==> config.mk <==
export PLATFORM = sky130hd
export DESIGN_NAME = vr_bandwidth_gain_band_select
export DESIGN_NICKNAME = d
export VERILOG_FILES = /design/src/core/vr_ctrl_pkg.sv /design/src/core/vr_bandwidth_gain_band_select.sv /design/src/core/vr_one_hot_decoder.sv
export SDC_FILE = /design/constraint.sdc
export NUM_CORES = 1
export LEC_CHECK = 0
export BUFFER_PORTS_ARGS = -buffer_cell sky130_fd_sc_hd__buf_2
export CAP_MARGIN = 25
export CORE_ASPECT_RATIO = 1.1
export CORE_UTILIZATION = 25
export CTS_CLUSTER_DIAMETER = 200
export DETAILED_ROUTE_END_ITERATION = 16
export PLACE_DENSITY = 0.46
export RECOVER_POWER = 100
export SYNTH_ARGS = -nofsm -noshare
export SYNTH_HDL_FRONTEND = slang
export SYNTH_HIERARCHICAL = 1
export SYNTH_SLANG_ARGS = --single-unit
==> constraint.sdc <==
create_clock -name i_clk -period 3.4 [get_ports i_clk]
set_input_delay 0.51 -clock i_clk [delete_from_list [all_inputs] [get_ports i_clk]]
set_output_delay 0.51 -clock i_clk [all_outputs]
set_load 0.01 [all_outputs]
==> src/core/vr_ctrl_pkg.sv <==
// Contract
// - Latch loads only on a valid-strobed write to its own decoded address.
// - Data bit 7 is an extra address bit choosing bandwidth or gain/band latch.
// - Bandwidth latch captures data and drives first and second filter selection.
// - Gain/band latch bits 0-2 each drive one gain-step switch output.
// - Gain/band latch bits 3-6 form the band number for the band decoder.
// - Band decoder pulls only the selected band output low, open-collector style.
// - Bands 4-10 may optionally also pull the shared extra-gain line low.
// - Second filter stage decodes bits 0-2 one-of-ten, chosen output low.
// - Bandwidths are 10 Hz to 1 MHz in decades plus 3 MHz only.
// - 3 MHz and 1 MHz codes both enable the shared unfiltered attenuator path.
// - 10 Hz and 100 Hz both enable crystal path via switches or steering.
// - Option variant uses a 300 kHz filter in the 100 kHz position.
// - Gain codes: 001=10, 100=20, 101=30, 111=40 dB; others unused.
// - Latched gain bit at one yields an active-low gain-step enable.
package vr_ctrl_pkg;

  localparam int unsigned DATA_W         = 8;
  localparam int unsigned SEL_BIT        = 7;
  localparam logic        SEL_BANDWIDTH  = 1'b0;
  localparam logic        SEL_GAIN_BAND  = 1'b1;

  // Gain/band latch field layout
  localparam int unsigned GAIN_LSB       = 0;
  localparam int unsigned GAIN_MSB       = 2;
  localparam int unsigned BAND_LSB       = 3;
  localparam int unsigned BAND_MSB       = 6;
  localparam int unsigned BAND_W         = 4;
  localparam int unsigned NUM_BANDS      = 11;
  localparam int unsigned BAND_FIRST     = 1;
  localparam int unsigned EXTRA_FIRST    = 4;
  localparam int unsigned EXTRA_LAST     = 10;

  // Gain step codes on bits 2,1,0
  localparam logic [2:0]  GAIN_10DB      = 3'h1;
  localparam logic [2:0]  GAIN_20DB      = 3'h4;
  localparam logic [2:0]  GAIN_30DB      = 3'h5;
  localparam logic [2:0]  GAIN_40DB      = 3'h7;

  // Bandwidth latch field and decimal decoder output codes
  localparam int unsigned BW_LSB         = 0;
  localparam int unsigned BW_MSB         = 2;
  localparam int unsigned FILT_OUTS      = 10;
  localparam logic [3:0]  BW_3MHZ        = 4'h1;
  localparam logic [3:0]  BW_100KHZ      = 4'h2;
  localparam logic [3:0]  BW_10KHZ       = 4'h3;
  localparam logic [3:0]  BW_1KHZ        = 4'h4;
  localparam logic [3:0]  BW_100HZ       = 4'h5;
  localparam logic [3:0]  BW_10HZ        = 4'h6;
  localparam logic [3:0]  BW_1MHZ        = 4'h7;

  localparam logic [7:0]  LATCH_RESET    = 8'h00;

  typedef enum logic [2:0] {
    ST_IDLE = 3'b001,
    ST_LOAD = 3'b010,
    ST_HOLD = 3'b100
  } bus_state_e;

endpackage : vr_ctrl_pkg

==> src/core/vr_bandwidth_gain_band_select.sv <==
`timescale 1ns/1ns
module vr_bandwidth_gain_band_select #(
  parameter int unsigned               ADDR_W        = 8,
  parameter logic [ADDR_W-1:0]         LATCH_ADDR    = '0,
  parameter bit                        OPTION_300K   = 1'b0,
  parameter logic [vr_ctrl_pkg::NUM_BANDS-1:0] EXTRA_FIT = '0
) (
  input  wire logic                             i_clk,
  input  wire logic                             i_reset_n,
  // Instrument bus pins
  input  wire logic [ADDR_W-1:0]                i_addr,
  input  wire logic [vr_ctrl_pkg::DATA_W-1:0]   i_data,
  input  wire logic                             i_data_valid,
  // First filter stage gets the whole bandwidth latch
  output logic [vr_ctrl_pkg::DATA_W-1:0]        o_first_filter_sel,
  // Second filter stage
  output logic [vr_ctrl_pkg::FILT_OUTS-1:0]     o_second_filter_n,
  output logic                                  o_wide_atten_path_n,
  output logic                                  o_xtal_switch_n,
  output logic                                  o_xtal_steer_n,
  output logic                                  o_xtal_path_en,
  output logic                                  o_filt_100k_n,
  output logic                                  o_filt_300k_n,
  output logic                                  o_filt_10k_n,
  output logic                                  o_filt_1k_n,
  output logic                                  o_bw_code_bad,
  // Gain steps
  output logic                                  o_gain_10db_a_n,
  output logic                                  o_gain_10db_b_n,
  output logic                                  o_gain_20db_n,
  output logic                                  o_gain_code_bad,
  // Open-collector band select and extra gain line
  output logic [vr_ctrl_pkg::NUM_BANDS-1:0]     o_band_sel_out,
  output logic [vr_ctrl_pkg::NUM_BANDS-1:0]     o_band_sel_oe,
  output logic                                  o_extra_gain_line_out,
  output logic                                  o_extra_gain_line_oe,
  // Written-since-reset flags
  output logic                                  o_bw_written,
  output logic                                  o_gain_band_written
);

  localparam int unsigned DW = vr_ctrl_pkg::DATA_W;
  localparam int unsigned NB = vr_ctrl_pkg::NUM_BANDS;
  localparam int unsigned NF = vr_ctrl_pkg::FILT_OUTS;

  logic          rst_meta_reg;
  logic          rst_n_reg;
  logic [ADDR_W-1:0] addr_meta_reg;
  logic [ADDR_W-1:0] addr_sync_reg;
  logic [DW-1:0] data_meta_reg;
  logic [DW-1:0] data_sync_reg;
  logic          valid_meta_reg;
  logic          valid_sync_reg;
  logic          valid_prev_reg;
  logic          write_hit;
  vr_ctrl_pkg::bus_state_e state_reg;
  vr_ctrl_pkg::bus_state_e state_next;
  logic [DW-1:0] load_data_reg;
  logic [DW-1:0] bw_latch_reg;
  logic [DW-1:0] gain_band_latch_reg;
  logic          bw_written_reg;
  logic          gain_band_written_reg;
  logic [3:0]    bw_index;
  logic [vr_ctrl_pkg::BAND_W-1:0] band_index;
  logic [2:0]    gain_code;
  logic [NF-1:0] filt_n;
  logic [NB-1:0] band_n;

  // Reset release through two flops
  always_ff @(posedge i_clk or negedge i_reset_n) begin
    if (!i_reset_n) begin
      rst_meta_reg <= 1'b0;
      rst_n_reg    <= 1'b0;
    end else begin
      rst_meta_reg <= 1'b1;
      rst_n_reg    <= rst_meta_reg;
    end
  end

  // Bus pins pass two flops before use
  always_ff @(posedge i_clk or negedge rst_n_reg) begin
    if (!rst_n_reg) begin
      addr_meta_reg  <= '0;
      addr_sync_reg  <= '0;
      data_meta_reg  <= '0;
      data_sync_reg  <= '0;
      valid_meta_reg <= 1'b0;
      valid_sync_reg <= 1'b0;
      valid_prev_reg <= 1'b0;
    end else begin
      addr_meta_reg  <= i_addr;
      addr_sync_reg  <= addr_meta_reg;
      data_meta_reg  <= i_data;
      data_sync_reg  <= data_meta_reg;
      valid_meta_reg <= i_data_valid;
      valid_sync_reg <= valid_meta_reg;
      valid_prev_reg <= valid_sync_reg;
    end
  end

  // Address decode qualified by the strobe's rising edge
  assign write_hit = valid_sync_reg && !valid_prev_reg && (addr_sync_reg == LATCH_ADDR);

  // Write sequencer: one load per strobe
  always_comb begin
    state_next = state_reg;
    case (state_reg)
      vr_ctrl_pkg::ST_IDLE: if (write_hit) state_next = vr_ctrl_pkg::ST_LOAD;
      vr_ctrl_pkg::ST_LOAD: state_next = vr_ctrl_pkg::ST_HOLD;
      vr_ctrl_pkg::ST_HOLD: if (!valid_sync_reg) state_next = vr_ctrl_pkg::ST_IDLE;
      default:              state_next = vr_ctrl_pkg::ST_IDLE;
    endcase
  end

  always_ff @(posedge i_clk or negedge rst_n_reg) begin
    if (!rst_n_reg) begin
      state_reg <= vr_ctrl_pkg::ST_IDLE;
    end else begin
      state_reg <= state_next;
    end
  end

  // Capture data at the qualified edge
  always_ff @(posedge i_clk or negedge rst_n_reg) begin
    if (!rst_n_reg) begin
      load_data_reg <= vr_ctrl_pkg::LATCH_RESET;
    end else if (state_reg == vr_ctrl_pkg::ST_IDLE && write_hit) begin
      load_data_reg <= data_sync_reg;
    end
  end

  // Bandwidth latch; bit 7 steers the write
  always_ff @(posedge i_clk or negedge rst_n_reg) begin
    if (!rst_n_reg) begin
      bw_latch_reg   <= vr_ctrl_pkg::LATCH_RESET;
      bw_written_reg <= 1'b0;
    end else if (state_reg == vr_ctrl_pkg::ST_LOAD &&
                 load_data_reg[vr_ctrl_pkg::SEL_BIT] == vr_ctrl_pkg::SEL_BANDWIDTH) begin
      bw_latch_reg   <= load_data_reg;
      bw_written_reg <= 1'b1;
    end
  end

  // Gain and band latch
  always_ff @(posedge i_clk or negedge rst_n_reg) begin
    if (!rst_n_reg) begin
      gain_band_latch_reg   <= vr_ctrl_pkg::LATCH_RESET;
      gain_band_written_reg <= 1'b0;
    end else if (state_reg == vr_ctrl_pkg::ST_LOAD &&
                 load_data_reg[vr_ctrl_pkg::SEL_BIT] == vr_ctrl_pkg::SEL_GAIN_BAND) begin
      gain_band_latch_reg   <= load_data_reg;
      gain_band_written_reg <= 1'b1;
    end
  end

  assign o_bw_written        = bw_written_reg;
  assign o_gain_band_written = gain_band_written_reg;
  assign o_first_filter_sel  = bw_latch_reg;

  // Field extraction
  assign bw_index   = {1'b0, bw_latch_reg[vr_ctrl_pkg::BW_MSB:vr_ctrl_pkg::BW_LSB]};
  assign band_index = gain_band_latch_reg[vr_ctrl_pkg::BAND_MSB:vr_ctrl_pkg::BAND_LSB];
  assign gain_code  = gain_band_latch_reg[vr_ctrl_pkg::GAIN_MSB:vr_ctrl_pkg::GAIN_LSB];

  // Second filter one-of-ten decoder
  vr_one_hot_decoder #(
    .IN_W (4),
    .OUTS (NF),
    .BASE (0)
  ) second_filter_decoder (
    .i_clk    (i_clk),
    .i_rst_n  (rst_n_reg),
    .i_enable (bw_written_reg),
    .i_index  (bw_index),
    .o_sel_n  (filt_n)
  );

  // Band decoder, band 1 on output 0
  vr_one_hot_decoder #(
    .IN_W (vr_ctrl_pkg::BAND_W),
    .OUTS (NB),
    .BASE (vr_ctrl_pkg::BAND_FIRST)
  ) band_one_hot_decoder (
    .i_clk    (i_clk),
    .i_rst_n  (rst_n_reg),
    .i_enable (gain_band_written_reg),
    .i_index  (band_index),
    .o_sel_n  (band_n)
  );

  assign o_second_filter_n = filt_n;

  // Filter path enables from decoder outputs
  assign o_wide_atten_path_n = filt_n[vr_ctrl_pkg::BW_3MHZ] & filt_n[vr_ctrl_pkg::BW_1MHZ];
  assign o_xtal_switch_n     = filt_n[vr_ctrl_pkg::BW_10HZ];
  assign o_xtal_steer_n      = filt_n[vr_ctrl_pkg::BW_100HZ];
  assign o_xtal_path_en      = !(filt_n[vr_ctrl_pkg::BW_10HZ] &
                                 filt_n[vr_ctrl_pkg::BW_100HZ]);
  assign o_filt_100k_n       = OPTION_300K ? 1'b1 : filt_n[vr_ctrl_pkg::BW_100KHZ];
  assign o_filt_300k_n       = OPTION_300K ? filt_n[vr_ctrl_pkg::BW_100KHZ] : 1'b1;
  assign o_filt_10k_n        = filt_n[vr_ctrl_pkg::BW_10KHZ];
  assign o_filt_1k_n         = filt_n[vr_ctrl_pkg::BW_1KHZ];

  // Flags codes outside the documented set
  always_ff @(posedge i_clk or negedge rst_n_reg) begin
    if (!rst_n_reg) begin
      o_bw_code_bad   <= 1'b0;
      o_gain_code_bad <= 1'b0;
    end else begin
      o_bw_code_bad   <= bw_written_reg && (bw_index == 4'h0);
      o_gain_code_bad <= gain_band_written_reg &&
                         !(gain_code == vr_ctrl_pkg::GAIN_10DB ||
                           gain_code == vr_ctrl_pkg::GAIN_20DB ||
                           gain_code == vr_ctrl_pkg::GAIN_30DB ||
                           gain_code == vr_ctrl_pkg::GAIN_40DB);
    end
  end

  // Gain switches: latched one gives active-low enable
  always_ff @(posedge i_clk or negedge rst_n_reg) begin
    if (!rst_n_reg) begin
      o_gain_10db_a_n <= 1'b1;
      o_gain_10db_b_n <= 1'b1;
      o_gain_20db_n   <= 1'b1;
    end else begin
      o_gain_10db_a_n <= !(gain_band_written_reg && gain_code[0]);
      o_gain_10db_b_n <= !(gain_band_written_reg && gain_code[1]);
      o_gain_20db_n   <= !(gain_band_written_reg && gain_code[2]);
    end
  end

  // Open-collector band lines: drive low only when selected
  assign o_band_sel_out        = '0;
  assign o_band_sel_oe         = ~band_n;
  assign o_extra_gain_line_out = 1'b0;
  assign o_extra_gain_line_oe  = |(~band_n & EXTRA_FIT & extra_range());

  // Mask of bands eligible for the extra gain connection
  function automatic logic [NB-1:0] extra_range();
    logic [NB-1:0] m;
    m = '0;
    for (int b = 0; b < NB; b++) begin
      m[b] = (b + vr_ctrl_pkg::BAND_FIRST >= vr_ctrl_pkg::EXTRA_FIRST) &&
             (b + vr_ctrl_pkg::BAND_FIRST <= vr_ctrl_pkg::EXTRA_LAST);
    end
    return m;
  endfunction : extra_range

endmodule : vr_bandwidth_gain_band_select

==> src/core/vr_one_hot_decoder.sv <==
`timescale 1ns/1ns
// Registered one-of-N decoder, active-low outputs
module vr_one_hot_decoder #(
  parameter int unsigned IN_W  = 4,
  parameter int unsigned OUTS  = 10,
  parameter int unsigned BASE  = 0
) (
  input  wire logic            i_clk,
  input  wire logic            i_rst_n,
  input  wire logic            i_enable,
  input  wire logic [IN_W-1:0] i_index,
  output logic      [OUTS-1:0] o_sel_n
);

  // One flop per output; all released while disabled
  generate
    for (genvar g = 0; g < OUTS; g++) begin : g_out
      localparam logic [IN_W-1:0] MATCH = IN_W'(g + BASE);
      always_ff @(posedge i_clk or negedge i_rst_n) begin
        if (!i_rst_n) begin
          o_sel_n[g] <= 1'b1;
        end else begin
          o_sel_n[g] <= !(i_enable && (i_index == MATCH));
        end
      end
    end
  endgenerate

endmodule : vr_one_hot_decoder

==> impl_metrics.env, run 1 <==
export IMPL_drt_first_pass_iters=4
export IMPL_ctsHoldBuffers=1
export IMPL_tns_ps=0
export IMPL_worstReg2RegEnd="load_data_reg[0]"
export IMPL_initial_core_util=0.260
export IMPL_yosys_warnings=6
export IMPL_synthAdderAreaFrac=0.00318
export IMPL_final_common_cell="dfrtp_1"
export IMPL_worstRegToRegCells=3
export IMPL_drc=0
export IMPL_cap_violations=0
export IMPL_grt_pass1_vias=1466
export IMPL_clockBufferDepth=2
export IMPL_wire_per_inst_um=11.3
export IMPL_drive_above_1_share=0.270
export IMPL_ios=76
export IMPL_worstHoldPathCells=1
export IMPL_r2r_setup_slack_ps=1530
export IMPL_p_int_mw=1.77
export IMPL_min_to="addr_meta_reg[4]"
export IMPL_antennaDiodeCount=0
export IMPL_largestRegisters="band_one_hot_decoder/o_sel_n: 11 flops, second_filter_decoder/o_sel_n: 10 flops"
export IMPL_holdCritStartpoint="i_addr[4]"
export IMPL_period_needed_ps=1870
export IMPL_port_buffers=61
export IMPL_leakagePower_nw=1.80
export IMPL_synth_compound_area_frac=0.00477
export IMPL_endpoint_kind="flip-flop"
export IMPL_h_tree_depth=3
export IMPL_drt_iter0_drc=23
export IMPL_cts_inserted_buffers=9
export IMPL_viasPerCell=3.64
export IMPL_die_w_um=109
export IMPL_synthCells=204
export IMPL_setup_violations_final=0
export IMPL_pre_cts_slack_ps=1550
export IMPL_gp_congestion=0.651
export IMPL_worst_slew_pin_slew_ps=1390
export IMPL_final_cell_mix="66 x dfrtp_1, 42 x clkbuf_1, 24 x nand2_1"
export IMPL_maxSlewHeadroom=0.0765
export IMPL_area_growth_pct=21.0
export IMPL_worst_ir_drop_vdd_v=0.000241
export IMPL_yosysSeqAreaShare=0.733
export IMPL_clock_sinks=91
export IMPL_cts_tree="done"
export IMPL_core_area_mm2=0.0121
export IMPL_grt_overflow_total=0
export IMPL_cp_startpoint="state_reg[0]"
export IMPL_ys_flop_type="dfrtp_1"
export IMPL_largest_reg_flops=11
export IMPL_fp_dieArea_mm2=0.0131
export IMPL_outcome="complete, no violations"
export IMPL_drtAntennaViolNets=0
export IMPL_fillers=1252
export IMPL_synth_seq_cells=91
export IMPL_critPathKind="reg2reg"
export IMPL_fmaxAchievable_mhz=534
export IMPL_clk_latency_ps=330
export IMPL_grt_max_degree=57
export IMPL_cts_clk_slew_worst_paths_ps=60
export IMPL_nets=292
export IMPL_path_max_fanout=10
export IMPL_clkPwrFrac=0.478
export IMPL_cts_root_buffer="clkbuf_16"
export IMPL_vias=1572
export IMPL_seq_power_share=0.505
export IMPL_rsz0062_at_grt="false"
export IMPL_dp_hpwl_um=3310
export IMPL_synth_xor_area_frac=0
export IMPL_skew_ps=9.36
export IMPL_hp_class="in2reg"
export IMPL_synth_area_per_cell_um2=15.4
export IMPL_comb_power_share=0.017
export IMPL_synthMuxAreaShare=0.0878
export IMPL_regMostFlops="band_one_hot_decoder/o_sel_n"
export IMPL_yosys_area_share_simple=0.104
export IMPL_design_area_mm2=0.00381
export IMPL_powerDensity_mw_per_mm2=584
export IMPL_reg2reg_from="state_reg[0]"
export IMPL_arrival_ps=2080
export IMPL_cp_required_ps=3610
export IMPL_synthArstFlopShare=1.00
export IMPL_cts_resized=0
export IMPL_drt_wl_total_um=4900
export IMPL_grt_antenna_before_repair=0
export IMPL_placed_area_mm2=0.00358
export IMPL_switching_share=0.205
export IMPL_die_h_um=120
export IMPL_post_cts_buffers=0
export IMPL_synth_area_mm2=0.00315
export IMPL_min_period_over_period=0.550
export IMPL_switchingPower_uw=456
export IMPL_start_kind="flip-flop"
export IMPL_finalWorstSetupSlack_ps=1530
export IMPL_yosys_cell_types_count=30
export IMPL_synth_edf_count=0
export IMPL_slew_viol_final=0
export IMPL_hold_viol_final=0
export IMPL_grt_first_pass_wirelength_um=7450
export IMPL_num_rows=42
export IMPL_grtUsageTotal=0.0771
export IMPL_synth_top_family_by_area="simple AND/OR/NAND/NOR gates"
worst max path at each step:
stage / slack (ps) / to
floorplan: 720 / addr_meta_reg[0]
global placement: 1620 / load_data_reg[1]
detailed placement: 1550 / load_data_reg[2]
CTS: 1550 / load_data_reg[0]
global route: 1450 / load_data_reg[7]
finish: 1530 / load_data_reg[0]
power by group through the flow:
stage	Clock, mW	Combinational [mW]	Sequential [mW]
after global placement	0	0.0237	1.16
after floorplan	0	0.0255	1.15
after global routing	1.14	0.0444	1.13
after detailed placement	0	0.0407	1.15
after CTS	1.10	0.0415	1.13
final	1.06	0.0384	1.12
per-layer routing:
metal | vias to the layer above | part of all wire | GRT usage
li1 | 755 | - | -
met3 | 5 | 0.063 | 0.0310
met1 | 760 | 0.48 | 0.103
met5 | - | 0 | 0
met4 | 0 | 0.015 | 0.0329
met2 | 52 | 0.44 | 0.110
layout make-up:
| cell class | count | area (um2) | share of cell area |
|---|---|---|---|
| Multi-Input combinational cell | 96 | 652 | 0.171 |
| Tap cell | 154 | 193 | 0.0506 |
| Timing Repair Buffer | 63 | 290 | 0.0762 |
| Inverter | 12 | 45.0 | 0.0118 |
| Clock buffer | 9 | 225 | 0.0591 |
| Sequential cell | 91 | 2310 | 0.606 |
| Clock inverter | 7 | 97.6 | 0.0256 |
Yosys cell counts, drive strengths merged (2+ instances only):
cell   number  area [um2]
conb        2        7.51
and3b       4        35.0
nand2      24        90.1
or2         2        12.5
buf        21         159
nand4       2        12.5
nor2        3        11.3
nor3b       2        25.0
and2b       4        30.0
mux2       21         267
inv        12        45.0
nor2b       3        18.8
dfrtp      66        1650
dfstp      25         657
nor4b       3        47.5
worst max-delay path, cell delays in order, from the launching register on:
cell and delay, ps:
dfstp_1 630, nor4b_1 240, and4_1 510, mux2_1 370
cells by family after synthesis:
logic type	count (synthesis)
adder cells (fa/ha/maj)	1
flip-flops	91
multiplexers	22
other	2
buffers and inverters	33
AND/OR/NAND/NOR	53
AO/OA/AOI/OAI	2
metrics by stage:
step	total power [mW]	hold slack (ps)	instances	utilization
2_1_floorplan	1.17	214	220	-
3_3_place_gp	1.18	295	414	0.293
3_5_place_dp	1.19	298	415	0.295
4_1_cts	2.27	267	432	0.322
5_1_grt	2.31	261	432	0.314
6_report	2.23	281	432	0.314
Power figures use the tool's default switching activity.
==> run 2, diff against run 1 <==
==> constraint.sdc (replaced) <==
create_clock -name i_clk -period 1.93 [get_ports i_clk]
set_input_delay 0.2895 -clock i_clk [delete_from_list [all_inputs] [get_ports i_clk]]
set_output_delay 0.2895 -clock i_clk [all_outputs]
set_load 0.01 [all_outputs]
==> run 2 against run 1 <==
Effect of this change: clock power rose by 79%; clock skew up 3.3 ps; final cell count rose by 0.93%; largest cell class unchanged.
==> impl_metrics.env, run 2 (synthesis gave the netlist of run 1 again) <==
export IMPL_outcome="complete, no violations"
export IMPL_utilization=0.315
export IMPL_hold_viol_final=0
export IMPL_grt_max_degree=32
export IMPL_final_common_cell="dfrtp_1"
export IMPL_drive_above_1_share=0.270
export IMPL_die_h_um=120
export IMPL_num_rows=42
export IMPL_cts_inserted_buffers=9
export IMPL_fmaxAchievable_mhz=607
export IMPL_skew_ps=12.7
export IMPL_dp_cells=419
export IMPL_grt_first_pass_wirelength_um=7870
export IMPL_worst_ir_drop_vdd_v=0.000438
export IMPL_path_max_fanout=10
export IMPL_wire_per_inst_um=11.2
export IMPL_h_tree_depth=3
export IMPL_arrival_ps=1850
export IMPL_antennaDiodeCount=0
export IMPL_drc=0
export IMPL_port_buffers=61
export IMPL_drtAntennaViolNets=0
export IMPL_powerDensity_mw_per_mm2=1030
export IMPL_grt_antenna_before_repair=0
export IMPL_vias=1583
export IMPL_tns_ps=0
export IMPL_grt_overflow_total=0
export IMPL_start_kind="flip-flop"
export IMPL_hp_class="in2reg"
export IMPL_gp_congestion=0.659
export IMPL_largest_reg_flops=11
export IMPL_min_period_over_period=0.853
export IMPL_drt_iter0_drc=17
export IMPL_final_cell_mix="66 x dfrtp_1, 44 x clkbuf_1, 24 x nand2_1"
export IMPL_fp_dieArea_mm2=0.0131
export IMPL_rsz0062_at_grt="false"
export IMPL_grt_pass1_vias=1572
export IMPL_whs_ps=57.9
export IMPL_slew_viol_final=0
export IMPL_regMostFlops="band_one_hot_decoder/o_sel_n"
export IMPL_drt_wl_total_um=4890
export IMPL_area_growth_pct=21.5
export IMPL_cts_clk_slew_worst_paths_ps=70
export IMPL_drt_first_pass_iters=3
export IMPL_nets=296
export IMPL_cp_required_ps=2140
export IMPL_maxSlewHeadroom=0.0687
export IMPL_setup_violations_final=0
export IMPL_dp_hpwl_um=3420
export IMPL_critPathKind="reg2reg"
export IMPL_instances_no_fill=436
export IMPL_period_needed_ps=1650
export IMPL_cts_root_buffer="clkbuf_16"
export IMPL_clockBufferDepth=2
export IMPL_grtUsageTotal=0.0811
export IMPL_leakagePower_nw=1.82
export IMPL_cap_violations=0
export IMPL_worst_slew_pin_slew_ps=1400
export IMPL_largestRegisters="band_one_hot_decoder/o_sel_n: 11 flops, second_filter_decoder/o_sel_n: 10 flops"
export IMPL_r2r_setup_slack_ps=280
export IMPL_post_cts_buffers=0
export IMPL_clk_latency_ps=340
export IMPL_die_w_um=109
export IMPL_endpoint_kind="flip-flop"
export IMPL_initial_core_util=0.260
export IMPL_cts_tree="done"
export IMPL_clock_sinks=91
export IMPL_core_area_mm2=0.0121
export IMPL_viasPerCell=3.63
export IMPL_ios=76
==> run 2: path summary, 6_finish.rpt <==
path / to / cells after the start / from
min reg2reg: valid_sync_reg / 0 / valid_meta_reg
min: addr_meta_reg[4] / 1 / i_addr[4]
max: load_data_reg[1] / 4 / state_reg[0]
max reg2reg: load_data_reg[1] / 4 / state_reg[0]
max in group asynchronous: o_gain_10db_b_n / 1 / rst_n_reg
min in group asynchronous: rst_n_reg / 2 / i_reset_n
==> run 2: routing by layer <==
| layer | share of wire | up-vias | wire (um) | global-route usage |
|---|---|---|---|---|
| met2 | 0.45 | 52 | 2210 | 0.115 |
| met5 | 0 | - | 0 | 0 |
| met4 | 0.010 | 0 | 51 | 0.0456 |
| li1 | - | 768 | - | - |
| met1 | 0.48 | 759 | 2350 | 0.110 |
| met3 | 0.056 | 4 | 276 | 0.0234 |
==> run 2: critical path, stage by stage, from the launching register on <==
cell	delay (ps)
dfstp_1	570
nor4b_1	210
and4_1	220
buf_4	180
mux2_1	340
==> run 2: where the power goes <==
group	switching, mW	leakage, nW	internal, mW	total (mW)
combinational	0.0439	0.565	0.0267	0.0706
clock	0.745	0.163	1.15	1.90
sequential	0.0272	1.09	1.95	1.98
total	0.816	1.82	3.13	3.95
==> run 2: stage by stage <==
stage | power, mW | instance area [um2] | worst slack [ps]
final | 3.95 | 3830 | 284
after global routing | 4.11 | 3830 | 167
after CTS | 4.02 | 3950 | 312
after detailed placement | 2.09 | 3620 | 324
after global placement | 2.09 | 3620 | 348
after floorplan | 2.07 | 3210 | 420
==> run 2: final cells by class <==
| type | count | area, um2 |
|---|---|---|
| fill | 1255 | 8310 |
| sequential | 91 | 2310 |
| multi-input combinational | 96 | 637 |
| timing repair buffer | 67 | 317 |
| clock inverter | 7 | 103 |
| tap | 154 | 193 |
| clock buffer | 9 | 225 |
| inverter | 12 | 45.0 |
==> run 2: repair_timing <==
action                                 CTS  global route
hold buffers                             1             0
endpoints found under the hold margin    2             0
gates resized for setup                  0             0
setup endpoints to repair                0             0
